==> src/rtl/indexer_pkg.sv <==
// Constants, register map and carrier types of the direct-speed indexer sequencer.
// Assumes one 200 MHz clock and a cyclic link image written by software.
// Function
// RULE_01 - Indexer behaviour runs only while the control mode parameter equals 8.
// RULE_02 - Direct speed needs the method select bit on and method parameter 1_.
// RULE_03 - Both operation mode select bits on choose shortest-rotation indexing.
// RULE_04 - Speed is one 32-bit value from low and high 16-bit words.
// RULE_05 - Acceleration and deceleration always come from point table entry 1.
// RULE_06 - A start begins positioning to the next station word at commanded speed.
// RULE_07 - A start switches torque limit from stop to forward or reverse limit.
// RULE_08 - After travel completion and the set delay, torque returns to stop limit.
// RULE_09 - A start before homing raises warning 90 and is ignored.
// RULE_10 - Equal distances both ways rotate toward increasing station numbers.
// RULE_11 - Start is ignored while moving; master waits for travel completion.
// RULE_12 - Master updates station and speed words before start, allowing link delay.
// RULE_13 - In-position shows when droop lies within range at a station.
// RULE_14 - Master waits 8 ms plus link delay after mode selection before start.
// RULE_15 - Start is taken on its off-to-on edge, sampled once per link update.
package indexer_pkg;
  localparam int unsigned CLK_NS      = 5;
  localparam int unsigned MS_NS       = 1000000;
  localparam int unsigned MS_CYC      = (MS_NS + CLK_NS - 1) / CLK_NS;
  localparam int unsigned LINK_NS     = 1000000;
  localparam int unsigned LINK_CYC    = (LINK_NS + CLK_NS - 1) / CLK_NS;
  localparam logic [7:0]  OFS_CFG     = 8'h00;
  localparam logic [7:0]  OFS_LINK    = 8'h04;
  localparam logic [7:0]  OFS_STATION = 8'h08;
  localparam logic [7:0]  OFS_SPD_LO  = 8'h0c;
  localparam logic [7:0]  OFS_SPD_HI  = 8'h10;
  localparam logic [7:0]  OFS_TQ_RUN  = 8'h14;
  localparam logic [7:0]  OFS_TQ_STOP = 8'h18;
  localparam logic [7:0]  OFS_PT1     = 8'h1c;
  localparam logic [7:0]  OFS_INPOS   = 8'h20;
  localparam logic [7:0]  OFS_STATUS  = 8'h24;
  localparam logic [7:0]  MODE_INDEX  = 8'h08;
  localparam logic [3:0]  SPEC_DIRECT = 4'h1;
  localparam logic [7:0]  WARN_HOME   = 8'h5a;
  localparam int unsigned BIT_START   = 0;
  localparam int unsigned BIT_OP1     = 1;
  localparam int unsigned BIT_OP2     = 2;
  localparam int unsigned BIT_SPEC    = 3;

  typedef enum logic [1:0] {ST_IDLE, ST_MOVE, ST_HOLD} seq_e;

  typedef struct packed {
    logic spec_method_select_bit;
    logic op_mode_select_2;
    logic op_mode_select_1;
    logic start_request_bit;
  } link_bits_s;

  typedef struct packed {
    logic        go;
    logic [15:0] station;
    logic [31:0] speed;
    logic [15:0] accel;
    logic [15:0] decel;
    logic        dir_inc;
    logic [15:0] torque;
  } motion_cmd_s;

  typedef struct packed {
    seq_e        st;
    logic [7:0]  control_mode_param;
    logic [7:0]  spec_method_param;
    link_bits_s  bits;
    logic [15:0] next_station_word;
    logic [15:0] speed_cmd_low_word;
    logic [15:0] speed_cmd_high_word;
    logic [15:0] fwd_torque_limit_param;
    logic [15:0] rev_torque_limit_param;
    logic [15:0] stop_torque_limit_param;
    logic [15:0] torque_limit_delay_param;
    logic [15:0] pt1_accel;
    logic [15:0] pt1_decel;
    logic [31:0] inpos_range;
    logic        start_prev;
    logic [31:0] link_cnt;
    logic [31:0] ms_cnt;
    logic [15:0] dly_cnt;
    logic        travel_complete_flag;
    logic        home_not_done_warning;
    logic        in_position_flag;
    motion_cmd_s cmd;
    logic        ack;
    logic [31:0] rdata;
  } state_s;
endpackage : indexer_pkg

==> src/rtl/indexer_direct_speed_positioning.sv <==
// Indexer positioning sequencer for the direct-speed method, with Avalon-MM slave.
// Assumes motion core, homing and droop counter run on the same clock.
`timescale 1ns/1ps
module indexer_direct_speed_positioning #(
  parameter int unsigned LINK_CYCLES = indexer_pkg::LINK_CYC,
  parameter int unsigned MS_CYCLES   = indexer_pkg::MS_CYC
) (
  input  wire logic                      clock,
  input  wire logic                      sys_rst,
  input  wire logic [7:0]                address,
  input  wire logic                      read,
  input  wire logic                      write,
  input  wire logic [31:0]               writedata,
  output logic      [31:0]               readdata,
  output logic                           waitrequest,
  input  wire logic                      home_done,
  input  wire logic                      motion_done,
  input  wire logic                      at_station,
  input  wire logic [15:0]               cur_station,
  input  wire logic [15:0]               num_stations,
  input  wire logic signed [31:0]        droop_pulses,
  output indexer_pkg::motion_cmd_s       motion_cmd,
  output logic                           travel_complete_flag,
  output logic                           in_position_flag,
  output logic                           home_not_done_warning
);
  indexer_pkg::state_s q;
  indexer_pkg::state_s d;
  logic        link_tick;
  logic        ms_tick;
  logic        start_edge;
  logic        direct_on;
  logic        shortest_on;
  logic        start_ok;
  logic [16:0] dist_inc;
  logic [16:0] dist_dec;
  logic [31:0] droop_abs;

  if (LINK_CYCLES < 1 || MS_CYCLES < 1) begin : g_chk
    $error("cycle counts must be at least one");
  end

  assign readdata              = q.rdata;
  assign waitrequest           = (read | write) & ~q.ack;
  assign motion_cmd            = q.cmd;
  assign travel_complete_flag  = q.travel_complete_flag;
  assign in_position_flag      = q.in_position_flag;
  assign home_not_done_warning = q.home_not_done_warning;

  always_comb begin
    d         = q;
    d.cmd.go  = 1'b0;
    d.ack     = 1'b0;
    link_tick = (q.link_cnt == 32'(LINK_CYCLES - 1));
    ms_tick   = (q.ms_cnt == 32'(MS_CYCLES - 1));
    d.link_cnt = link_tick ? 32'h0 : q.link_cnt + 32'h1;
    d.ms_cnt   = ms_tick ? 32'h0 : q.ms_cnt + 32'h1;

    // One wait cycle per access, then a single-cycle answer
    if ((read || write) && !q.ack) begin
      d.ack   = 1'b1;
      d.rdata = 32'h0;
      if (write) begin
        if (address == indexer_pkg::OFS_CFG) begin
          d.control_mode_param = writedata[7:0];
          d.spec_method_param  = writedata[15:8];
        end else if (address == indexer_pkg::OFS_LINK) begin
          d.bits = indexer_pkg::link_bits_s'(writedata[3:0]);
        end else if (address == indexer_pkg::OFS_STATION) begin
          d.next_station_word = writedata[15:0];
        end else if (address == indexer_pkg::OFS_SPD_LO) begin
          d.speed_cmd_low_word = writedata[15:0];
        end else if (address == indexer_pkg::OFS_SPD_HI) begin
          d.speed_cmd_high_word = writedata[15:0];
        end else if (address == indexer_pkg::OFS_TQ_RUN) begin
          d.fwd_torque_limit_param = writedata[15:0];
          d.rev_torque_limit_param = writedata[31:16];
        end else if (address == indexer_pkg::OFS_TQ_STOP) begin
          d.stop_torque_limit_param  = writedata[15:0];
          d.torque_limit_delay_param = writedata[31:16];
        end else if (address == indexer_pkg::OFS_PT1) begin
          d.pt1_accel = writedata[15:0];
          d.pt1_decel = writedata[31:16];
        end else if (address == indexer_pkg::OFS_INPOS) begin
          d.inpos_range = writedata;
        end
      end else begin
        if (address == indexer_pkg::OFS_CFG) begin
          d.rdata = {16'h0, q.spec_method_param, q.control_mode_param};
        end else if (address == indexer_pkg::OFS_LINK) begin
          d.rdata = {28'h0, q.bits};
        end else if (address == indexer_pkg::OFS_STATION) begin
          d.rdata = {16'h0, q.next_station_word};
        end else if (address == indexer_pkg::OFS_SPD_LO) begin
          d.rdata = {16'h0, q.speed_cmd_low_word};
        end else if (address == indexer_pkg::OFS_SPD_HI) begin
          d.rdata = {16'h0, q.speed_cmd_high_word};
        end else if (address == indexer_pkg::OFS_TQ_RUN) begin
          d.rdata = {q.rev_torque_limit_param, q.fwd_torque_limit_param};
        end else if (address == indexer_pkg::OFS_TQ_STOP) begin
          d.rdata = {q.torque_limit_delay_param, q.stop_torque_limit_param};
        end else if (address == indexer_pkg::OFS_PT1) begin
          d.rdata = {q.pt1_decel, q.pt1_accel};
        end else if (address == indexer_pkg::OFS_INPOS) begin
          d.rdata = q.inpos_range;
        end else if (address == indexer_pkg::OFS_STATUS) begin
          d.rdata = {q.home_not_done_warning ? indexer_pkg::WARN_HOME : 8'h0,
                     q.cmd.torque, 3'h0, q.cmd.dir_inc,
                     q.home_not_done_warning, q.in_position_flag,
                     q.travel_complete_flag, q.st != indexer_pkg::ST_IDLE};
        end
      end
    end

    // RULE_15 edge per link update
    start_edge = link_tick && q.bits.start_request_bit && !q.start_prev;
    if (link_tick) begin
      d.start_prev = q.bits.start_request_bit;
    end
    // RULE_02 direct speed enable
    direct_on   = q.bits.spec_method_select_bit &&
                  (q.spec_method_param[7:4] == indexer_pkg::SPEC_DIRECT);
    // RULE_03 shortest rotation select
    shortest_on = q.bits.op_mode_select_1 && q.bits.op_mode_select_2;
    // RULE_01 indexer mode gate
    start_ok    = start_edge && direct_on && shortest_on &&
                  (q.control_mode_param == indexer_pkg::MODE_INDEX);

    // RULE_10 tie goes increasing
    dist_inc = (q.next_station_word >= cur_station) ?
               {1'b0, q.next_station_word - cur_station} :
               {1'b0, q.next_station_word} + {1'b0, num_stations} - {1'b0, cur_station};
    dist_dec = (dist_inc == 17'h0) ? 17'h0 : {1'b0, num_stations} - dist_inc;

    // RULE_09 warning clears once homing is done
    d.home_not_done_warning = q.home_not_done_warning && !home_done;

    case (q.st)
      indexer_pkg::ST_IDLE, indexer_pkg::ST_HOLD: begin
        if (q.st == indexer_pkg::ST_HOLD) begin
          if (ms_tick) begin
            d.dly_cnt = q.dly_cnt + 16'h1;
          end
          // RULE_08 back to stop limit
          if (q.dly_cnt >= q.torque_limit_delay_param) begin
            d.st         = indexer_pkg::ST_IDLE;
            d.cmd.torque = q.stop_torque_limit_param;
          end
        end else begin
          d.cmd.torque = q.stop_torque_limit_param;
        end
        if (start_ok && !home_done) begin
          // RULE_09 ignore start, warn
          d.home_not_done_warning = 1'b1;
        end else if (start_ok) begin
          // RULE_06 launch toward station
          d.st                   = indexer_pkg::ST_MOVE;
          d.travel_complete_flag = 1'b0;
          d.cmd.go               = 1'b1;
          d.cmd.station          = q.next_station_word;
          // RULE_04 assemble 32-bit speed
          d.cmd.speed            = {q.speed_cmd_high_word, q.speed_cmd_low_word};
          // RULE_05 point table 1 ramps
          d.cmd.accel            = q.pt1_accel;
          d.cmd.decel            = q.pt1_decel;
          d.cmd.dir_inc          = (dist_inc <= dist_dec);
          // RULE_07 running torque limit
          d.cmd.torque           = (dist_inc <= dist_dec) ? q.fwd_torque_limit_param :
                                                           q.rev_torque_limit_param;
        end
      end
      indexer_pkg::ST_MOVE: begin
        // RULE_11 starts ignored while moving
        if (motion_done) begin
          d.st                   = indexer_pkg::ST_HOLD;
          d.travel_complete_flag = 1'b1;
          d.dly_cnt              = 16'h0;
          d.ms_cnt               = 32'h0;
        end
      end
      default: begin
        d.st = indexer_pkg::ST_IDLE;
      end
    endcase

    // RULE_13 droop within range at a station
    droop_abs = droop_pulses[31] ? 32'(-droop_pulses) : droop_pulses;
    d.in_position_flag = at_station && (droop_abs <= q.inpos_range) &&
                         (q.control_mode_param == indexer_pkg::MODE_INDEX);
  end

  always_ff @(posedge clock or posedge sys_rst) begin
    if (sys_rst) begin
      q <= '0;
    end else begin
      q <= d;
    end
  end
endmodule : indexer_direct_speed_positioning

==> config.mk <==
export PLATFORM = sky130hd
export DESIGN_NAME = indexer_direct_speed_positioning
export DESIGN_NICKNAME = d
export VERILOG_FILES = /design/src/rtl/indexer_pkg.sv /design/src/rtl/indexer_direct_speed_positioning.sv
export SDC_FILE = /design/constraint.sdc
export NUM_CORES = 1
export LEC_CHECK = 0
export BUFFER_PORTS_ARGS = -buffer_cell sky130_fd_sc_hd__buf_4
export CAP_MARGIN = 20
export CORE_MARGIN = 2
export CORE_UTILIZATION = 55
export DETAILED_ROUTE_END_ITERATION = 7
export GPL_ROUTABILITY_DRIVEN = 0
export PLACE_DENSITY_LB_ADDON = 0.25
export SLEW_MARGIN = 20
export SYNTH_ARGS = -nofsm -noshare
export SYNTH_HDL_FRONTEND = slang
export SYNTH_SLANG_ARGS = --single-unit
==> constraint.sdc <==
create_clock -name clock -period 34.8 [get_ports clock]
set_input_delay 5.22 -clock clock [delete_from_list [all_inputs] [get_ports clock]]
set_output_delay 5.22 -clock clock [all_outputs]
set_load 0.02 [all_outputs]
[After elaboration in Yosys (flattened, before gate mapping)]
Index checks and enable logic that the tools add are counted.
Word-level totals
  register bits: 413
  bits of input ports: 111
  output and inout bits: 134
  word-level logic and storage cells: 150
Cells by class
  $add $sub $neg: 8
  order comparisons: 4
  eq/ne operators: 20
  mux-type cells: 39
  bitwise logic cells: 12
  reduce and logical (&&, ||, !) cells: 34
Operator list (number)
  two-way mux 32 bit: 14
  two-way mux 98 bit: 3
  two-way mux 16 bit: 5
  adder 32 x 1 -> 32 bit, second input constant: 2
  equality test 32 x 18 -> 1 bit, second input constant: 2
  two-way mux 49 bit: 1
  two-way mux 17 bit: 2
  one-hot mux 17 bit (2 select lines): 1
  two-way mux 33 bit: 1
  equality test 8 x 5 -> 1 bit, second input constant: 4
  greater-or-equal comparator 16 bit: 2
  less-or-equal comparator 32 bit: 1
  negation 32 bit: 1
  two-way mux 31 bit: 1
  equality test 8 x 4 -> 1 bit, second input constant: 3
  adder 16 x 16 -> 17 bit: 1
  less-or-equal comparator 17 bit: 1
  logical NOT 17 bit: 1
  subtractor 16 x 17 -> 17 bit: 1
  subtractor 17 x 16 -> 17 bit: 1
  adder 16 x 1 -> 16 bit, second input constant: 1
  equality test 8 x 6 -> 1 bit, second input constant: 2
  subtractor 16 bit: 1
  logical AND 1 bit: 12
  other kinds (27): 53

[Longest topological paths before layout]
  word-level depth: 13
  depth in mapped cells: 35
  depth with buffers taken out: 32

[Worst setup path before layout]
No wires, ideal clock.
  kind: input to output
  start: input port write
  end: output port waitrequest
  data arrival time: 5.970 ns
  data required time: 29.580 ns
  setup slack: 23.610 ns
  stages on the path: 3
  path buffers: 1
  path through: o21bai_1 -> clkbuf_1 -> inv_1
Between the ends
  cells in the longest elaborated chain, start to end: 2
Ends and longest elaborated chain
  start, declared: RTL line indexer_direct_speed_positioning.sv:12  | input wire logic write,
  bitwise OR 1 bit: RTL line indexer_direct_speed_positioning.sv:44  | assign waitrequest = (read | write) & ~q.ack;
  bitwise AND 1 bit: RTL line indexer_direct_speed_positioning.sv:44
  end, declared: RTL line indexer_direct_speed_positioning.sv:15  | output logic waitrequest,
Every way passes these cells.

[Worst setup path in the final report]
  start: input port cur_station[0]
  end: register q (netlist bit motion_cmd[1])
Between the ends
  cells in the longest elaborated chain, start to end: 8
  elaborated cells between the ends (all ways): 11
  classes of those cells: 3 x add/sub; 2 x order compare; 5 x mux; 1 x reduce/logical
Ends and longest elaborated chain
  start, declared: RTL line indexer_direct_speed_positioning.sv:19  | input wire logic [15:0] cur_station,
  subtractor 17 x 16 -> 17 bit (tied with other cells): RTL line indexer_direct_speed_positioning.sv:132  | {1'b0, q.next_station_word} + {1'b0, num_stations} - {1'b0, cur_station};
  two-way mux 17 bit (*): RTL line indexer_direct_speed_positioning.sv:130  | dist_inc = (q.next_station_word >= cur_station) ?
  subtractor 16 x 17 -> 17 bit / logical NOT 17 bit (equally long branches): RTL line indexer_direct_speed_positioning.sv:133  | dist_dec = (dist_inc == 17'h0) ? 17'h0 : {1'b0, num_stations} - dist_inc;
  two-way mux 17 bit: RTL line indexer_direct_speed_positioning.sv:133
  less-or-equal comparator 17 bit (*): RTL line indexer_direct_speed_positioning.sv:168  | d.cmd.torque = (dist_inc <= dist_dec) ? q.fwd_torque_limit_param :
  two-way mux 16 bit (*): RTL line indexer_direct_speed_positioning.sv:168
  two-way mux 98 bit (*): RTL line indexer_direct_speed_positioning.sv:155  | end else if (start_ok) begin
  two-way mux 98 bit (*): RTL line indexer_direct_speed_positioning.sv:152  | if (start_ok && !home_done) begin
  end signal, assigned: RTL line indexer_direct_speed_positioning.sv:194  | q <= '0;
  end signal, assigned: RTL line indexer_direct_speed_positioning.sv:196  | q <= d;
  end, declared: RTL line indexer_direct_speed_positioning.sv:27  | indexer_pkg::state_s q;
Mark *: on every way between the ends. The rest lies on a longest branch, timed or not.
A chain may end at the register's enable or synchronous reset.

==> impl_summary.log <==
[metrics] Synth top area share: 0.4196
[metrics] Hold Fails Final Rpt: 0
[metrics] number of antenna violations at the first check in global routing: 0
[metrics] worst reg2reg startpoint: q[375]
[metrics] per-instance average area after synthesis: 9.689 sq um
[metrics] endpoint of the most critical setup path: motion_cmd[1]
[metrics] type of the worst setup path: input port to register
[metrics] final global-route overflow total: 0
[metrics] hold_buf cts: 0
[metrics] Final Instance Area: 27520 sq um
[metrics] DRT iter0 DRCs: 2079
[metrics] number of nets with antenna violations after detailed routing: 0
[metrics] total number of clock tree sinks: 413
[metrics] number of input and output port buffers inserted: 244
[metrics] first drt pass iteration count: 6
[metrics] WL/cell: 22.13 microns
[metrics] Setup Buffers After CTS: 0
[metrics] Root Buffer: sky130_fd_sc_hd__clkbuf_16
[metrics] biggest cell delay along the critical path: 0.62 ns
[metrics] clock network power share: 0.402
[metrics] library cell occupying the most area in the post-synthesis netlist: sky130_fd_sc_hd__dfrtp_1
[metrics] Async SR Flop Fraction: 1.000
[metrics] first-pass GRT wire length: 111200 microns
[metrics] P&R area growth vs syn: 11.73%
[metrics] largest fanout of any net on the critical path: 20
[metrics] Yosys warning total: 0
[metrics] tightest hold margin: 0.4673 ns
[metrics] number of standard cells after synthesis: 2542
[metrics] total global routing track utilization: 0.3064
[metrics] number of resized instances in the post-cts repair step: 0
[metrics] final slew viol count: 0
[metrics] sequential area share after synthesis: 0.4196
[metrics] instance area at placement: 25990 sq um
[metrics] count of placed standard cells in the final layout, fillers left out: 3245
[metrics] VDD IR-drop max: 0.00004486 V
[metrics] Seq cells post-synth: 413
[metrics] Initial Util: 0.5570
[metrics] slowest CP cell: sky130_fd_sc_hd__o21ai_4
[metrics] Final Core Density: 0.6223
[metrics] status: completed
[metrics] type of element capturing the critical path: register
[metrics] largest net degree at the start of global routing: 121
[metrics] largest cells by area after synthesis: sky130_fd_sc_hd__dfrtp_1 42%, sky130_fd_sc_hd__mux2_2 8.5%, sky130_fd_sc_hd__ha_1 5.5%
[metrics] final setup fails: 0
[metrics] I/O pin cnt: 245
[metrics] type of the tightest min-delay check: register to register
[metrics] Reg power frac: 0.414
[metrics] height of the die: 215.6 microns
[metrics] Max transition margin: 0.3148
[metrics] DRC violations left: 0
[metrics] worst setup path start: cur_station[0]
[metrics] clock latency reported for the late side of the worst-skew pair: 0.58 ns
[metrics] flop-to-flop setup slack: 27.58 ns
[metrics] Pleak: 13.73 nW
[metrics] per-cell via count in the routed design: 6.119
[metrics] FF+latch area: 10330 sq um
[metrics] number of library cell types mapped by synthesis: 89
[metrics] total area of multi-input combinational cells: 12330 sq um
[metrics] diode insertion count for antenna repair: 0
[metrics] Post-DP HPWL: 53080 microns
[metrics] Total Wirelength: 71830 microns
[metrics] Filler Cells Inserted: 3609
[metrics] horizontal die dimension: 215.6 microns
[metrics] Core Box Area: 44220 sq um
[metrics] crit path time final: 11.34 ns
[metrics] setup TNS after final layout: 0 ns
[metrics] max-capacitance violation count: 0
[metrics] number of global-route vias before repair: 19380
[metrics] Net Count, Synth: 2780
[metrics] final cycle utilization of the critical path: 0.3259
[metrics] cell area power density: 44.18 nW/um^2
[metrics] Clock Skew: 0.02791 ns
[metrics] critical path startpoint category: input port
[metrics] switching portion of total power: 0.2836
[metrics] depth of the worst register-to-register path: 31
[metrics] design internal power: 0.8710 mW
[metrics] highest clock frequency the design can meet: 88.19 MHz
[metrics] part of the total power dissipated in combinational logic: 0.185
[metrics] number of flops mapped to enable cells by yosys: 0
[metrics] via total after detailed routing: 19860
[metrics] setup repair after global routing missed its margin: no
[metrics] area of the die: 46490 sq um
[metrics] Cell Area, Synth: 24630 sq um
[metrics] H-tree depth: 2
[metrics] Worst Tran Pin Value: 1.028 ns
[metrics] number of cell rows: 77
[metrics] share of layout cells above drive strength 1: 0.2115
[metrics] arrival time of the worst setup path: 11.82 ns
[metrics] total net switching power: 0.3448 mW
[metrics] reg2reg end: motion_cmd[1]
[metrics] clock tree from TritonCTS: built
[metrics] top flip-flop cell by instance count after synthesis: sky130_fd_sc_hd__dfrtp_1
[metrics] CP required: 35.28 ns
[metrics] clock buffer count from CTS: 44
[metrics] Max Root-Sink Buffers: 3
[metrics] clock slew seen by the registers of the worst setup and hold paths: 0.06 ns
[metrics] final layout net count: 2859
[metrics] number of cells in the design after placement: 3167
[critical path: cells and delay by family]
kind            cells  cell delay, ns
mux                 1            0.27
compound gates     14            3.24
buf+inv             3            0.27
simple gates        8            1.51
xor+xnor            1            0.13
fa+ha+maj           4            1.17
[through the flow]
stage / power [mW] / setup slack [ns]
detailed placement: 0.7293 / 23.11
global placement: 0.7226 / 23.24
global route: 1.261 / 23.13
floorplan: 0.6646 / 18.09
CTS: 1.216 / 23.68
finish: 1.216 / 23.46
[synth_stat cells (all sizes together) (52+ instances only)]
cell type	number
nand2	363
dfrtp	413
xnor2	76
a21oi	79
nor2	113
inv	171
buf	153
mux2	186
and3	52
ha	109
nand3	61
clkbuf	74
a221oi	54
o21ai	140
[power groups by stage]
stage               Combinational [mW]  Sequential (mW)  Clock, mW
global route                     0.245            0.503      0.512
detailed placement               0.219            0.511          0
CTS                              0.220            0.502      0.494
floorplan                        0.159            0.505          0
finish                           0.225            0.503      0.488
global placement                 0.212            0.510          0
[registers in the layout, indices dropped and copies added, names as in the netlist]
name,cells
motion_cmd,98
travel_complete_flag,1
home_not_done_warning,1
in_position_flag,1
q,280
readdata,32
[layout make-up]
cell class	count	share of cell area
tap	592	0.02692
sequential	413	0.3755
inverter	172	0.02373
multi-input combinational	1730	0.4479
clock inverter	15	0.007684
clock buffer	63	0.04701
timing repair buffer	260	0.07120
[routing by layer]
metal  GRT usage  vias to the layer above  wire length, microns
li1            -                     8964                     -
met1      0.4243                     9923                 30380
met2      0.4801                      821                 32790
met3     0.06399                      149                  6080
met4      0.1048                        0                  2574
met5           0                        -                     0
[kinds of logic after synthesis]
kind of cell	synth area share
XOR/XNOR	0.04450
buffers and inverters	0.08219
adder cells (fa/ha/maj)	0.07127
multiplexers	0.1047
AND/OR/NAND/NOR	0.1461
AO/OA/AOI/OAI	0.1317
flip-flops	0.4196
[worst min path at each step]
stage,cells after the start,to,start,slack (ns)
final,2,motion_cmd[18],motion_cmd[18],0.47
after detailed placement,2,motion_cmd[64],motion_cmd[64],0.46
after global placement,2,motion_cmd[41],motion_cmd[41],0.45
after CTS,1,q[213],q[213],0.47
after global routing,2,motion_cmd[56],motion_cmd[56],0.49
after floorplan,2,motion_cmd[17],motion_cmd[17],0.44
[cell usage in the layout, fill, tap and decap left out, drive strengths merged, types with 6 or more instances in the layout]
cell type	netlist	final
a211o	15	15
a211oi	19	19
a21o	34	34
a21oi	79	79
a221oi	54	54
a22o	12	12
a31oi	8	8
and2	12	12
and3	52	52
buf	153	260
clkbuf	74	63
clkinv	1	8
dfrtp	413	413
fa	18	18
ha	109	109
inv	171	174
mux2	186	186
mux2i	48	48
nand2	363	363
nand2b	17	17
nand3	61	61
nand4	29	29
nor2	113	113
nor2b	12	12
nor3	29	29
nor4	21	21
o211ai	11	11
o21a	10	10
o21ai	140	140
o221ai	14	14
o22ai	16	16
o31ai	18	18
or2	6	6
or3	33	33
xnor2	76	76
xor2	47	47
Note: power is estimated with default switching activity, not from simulation.
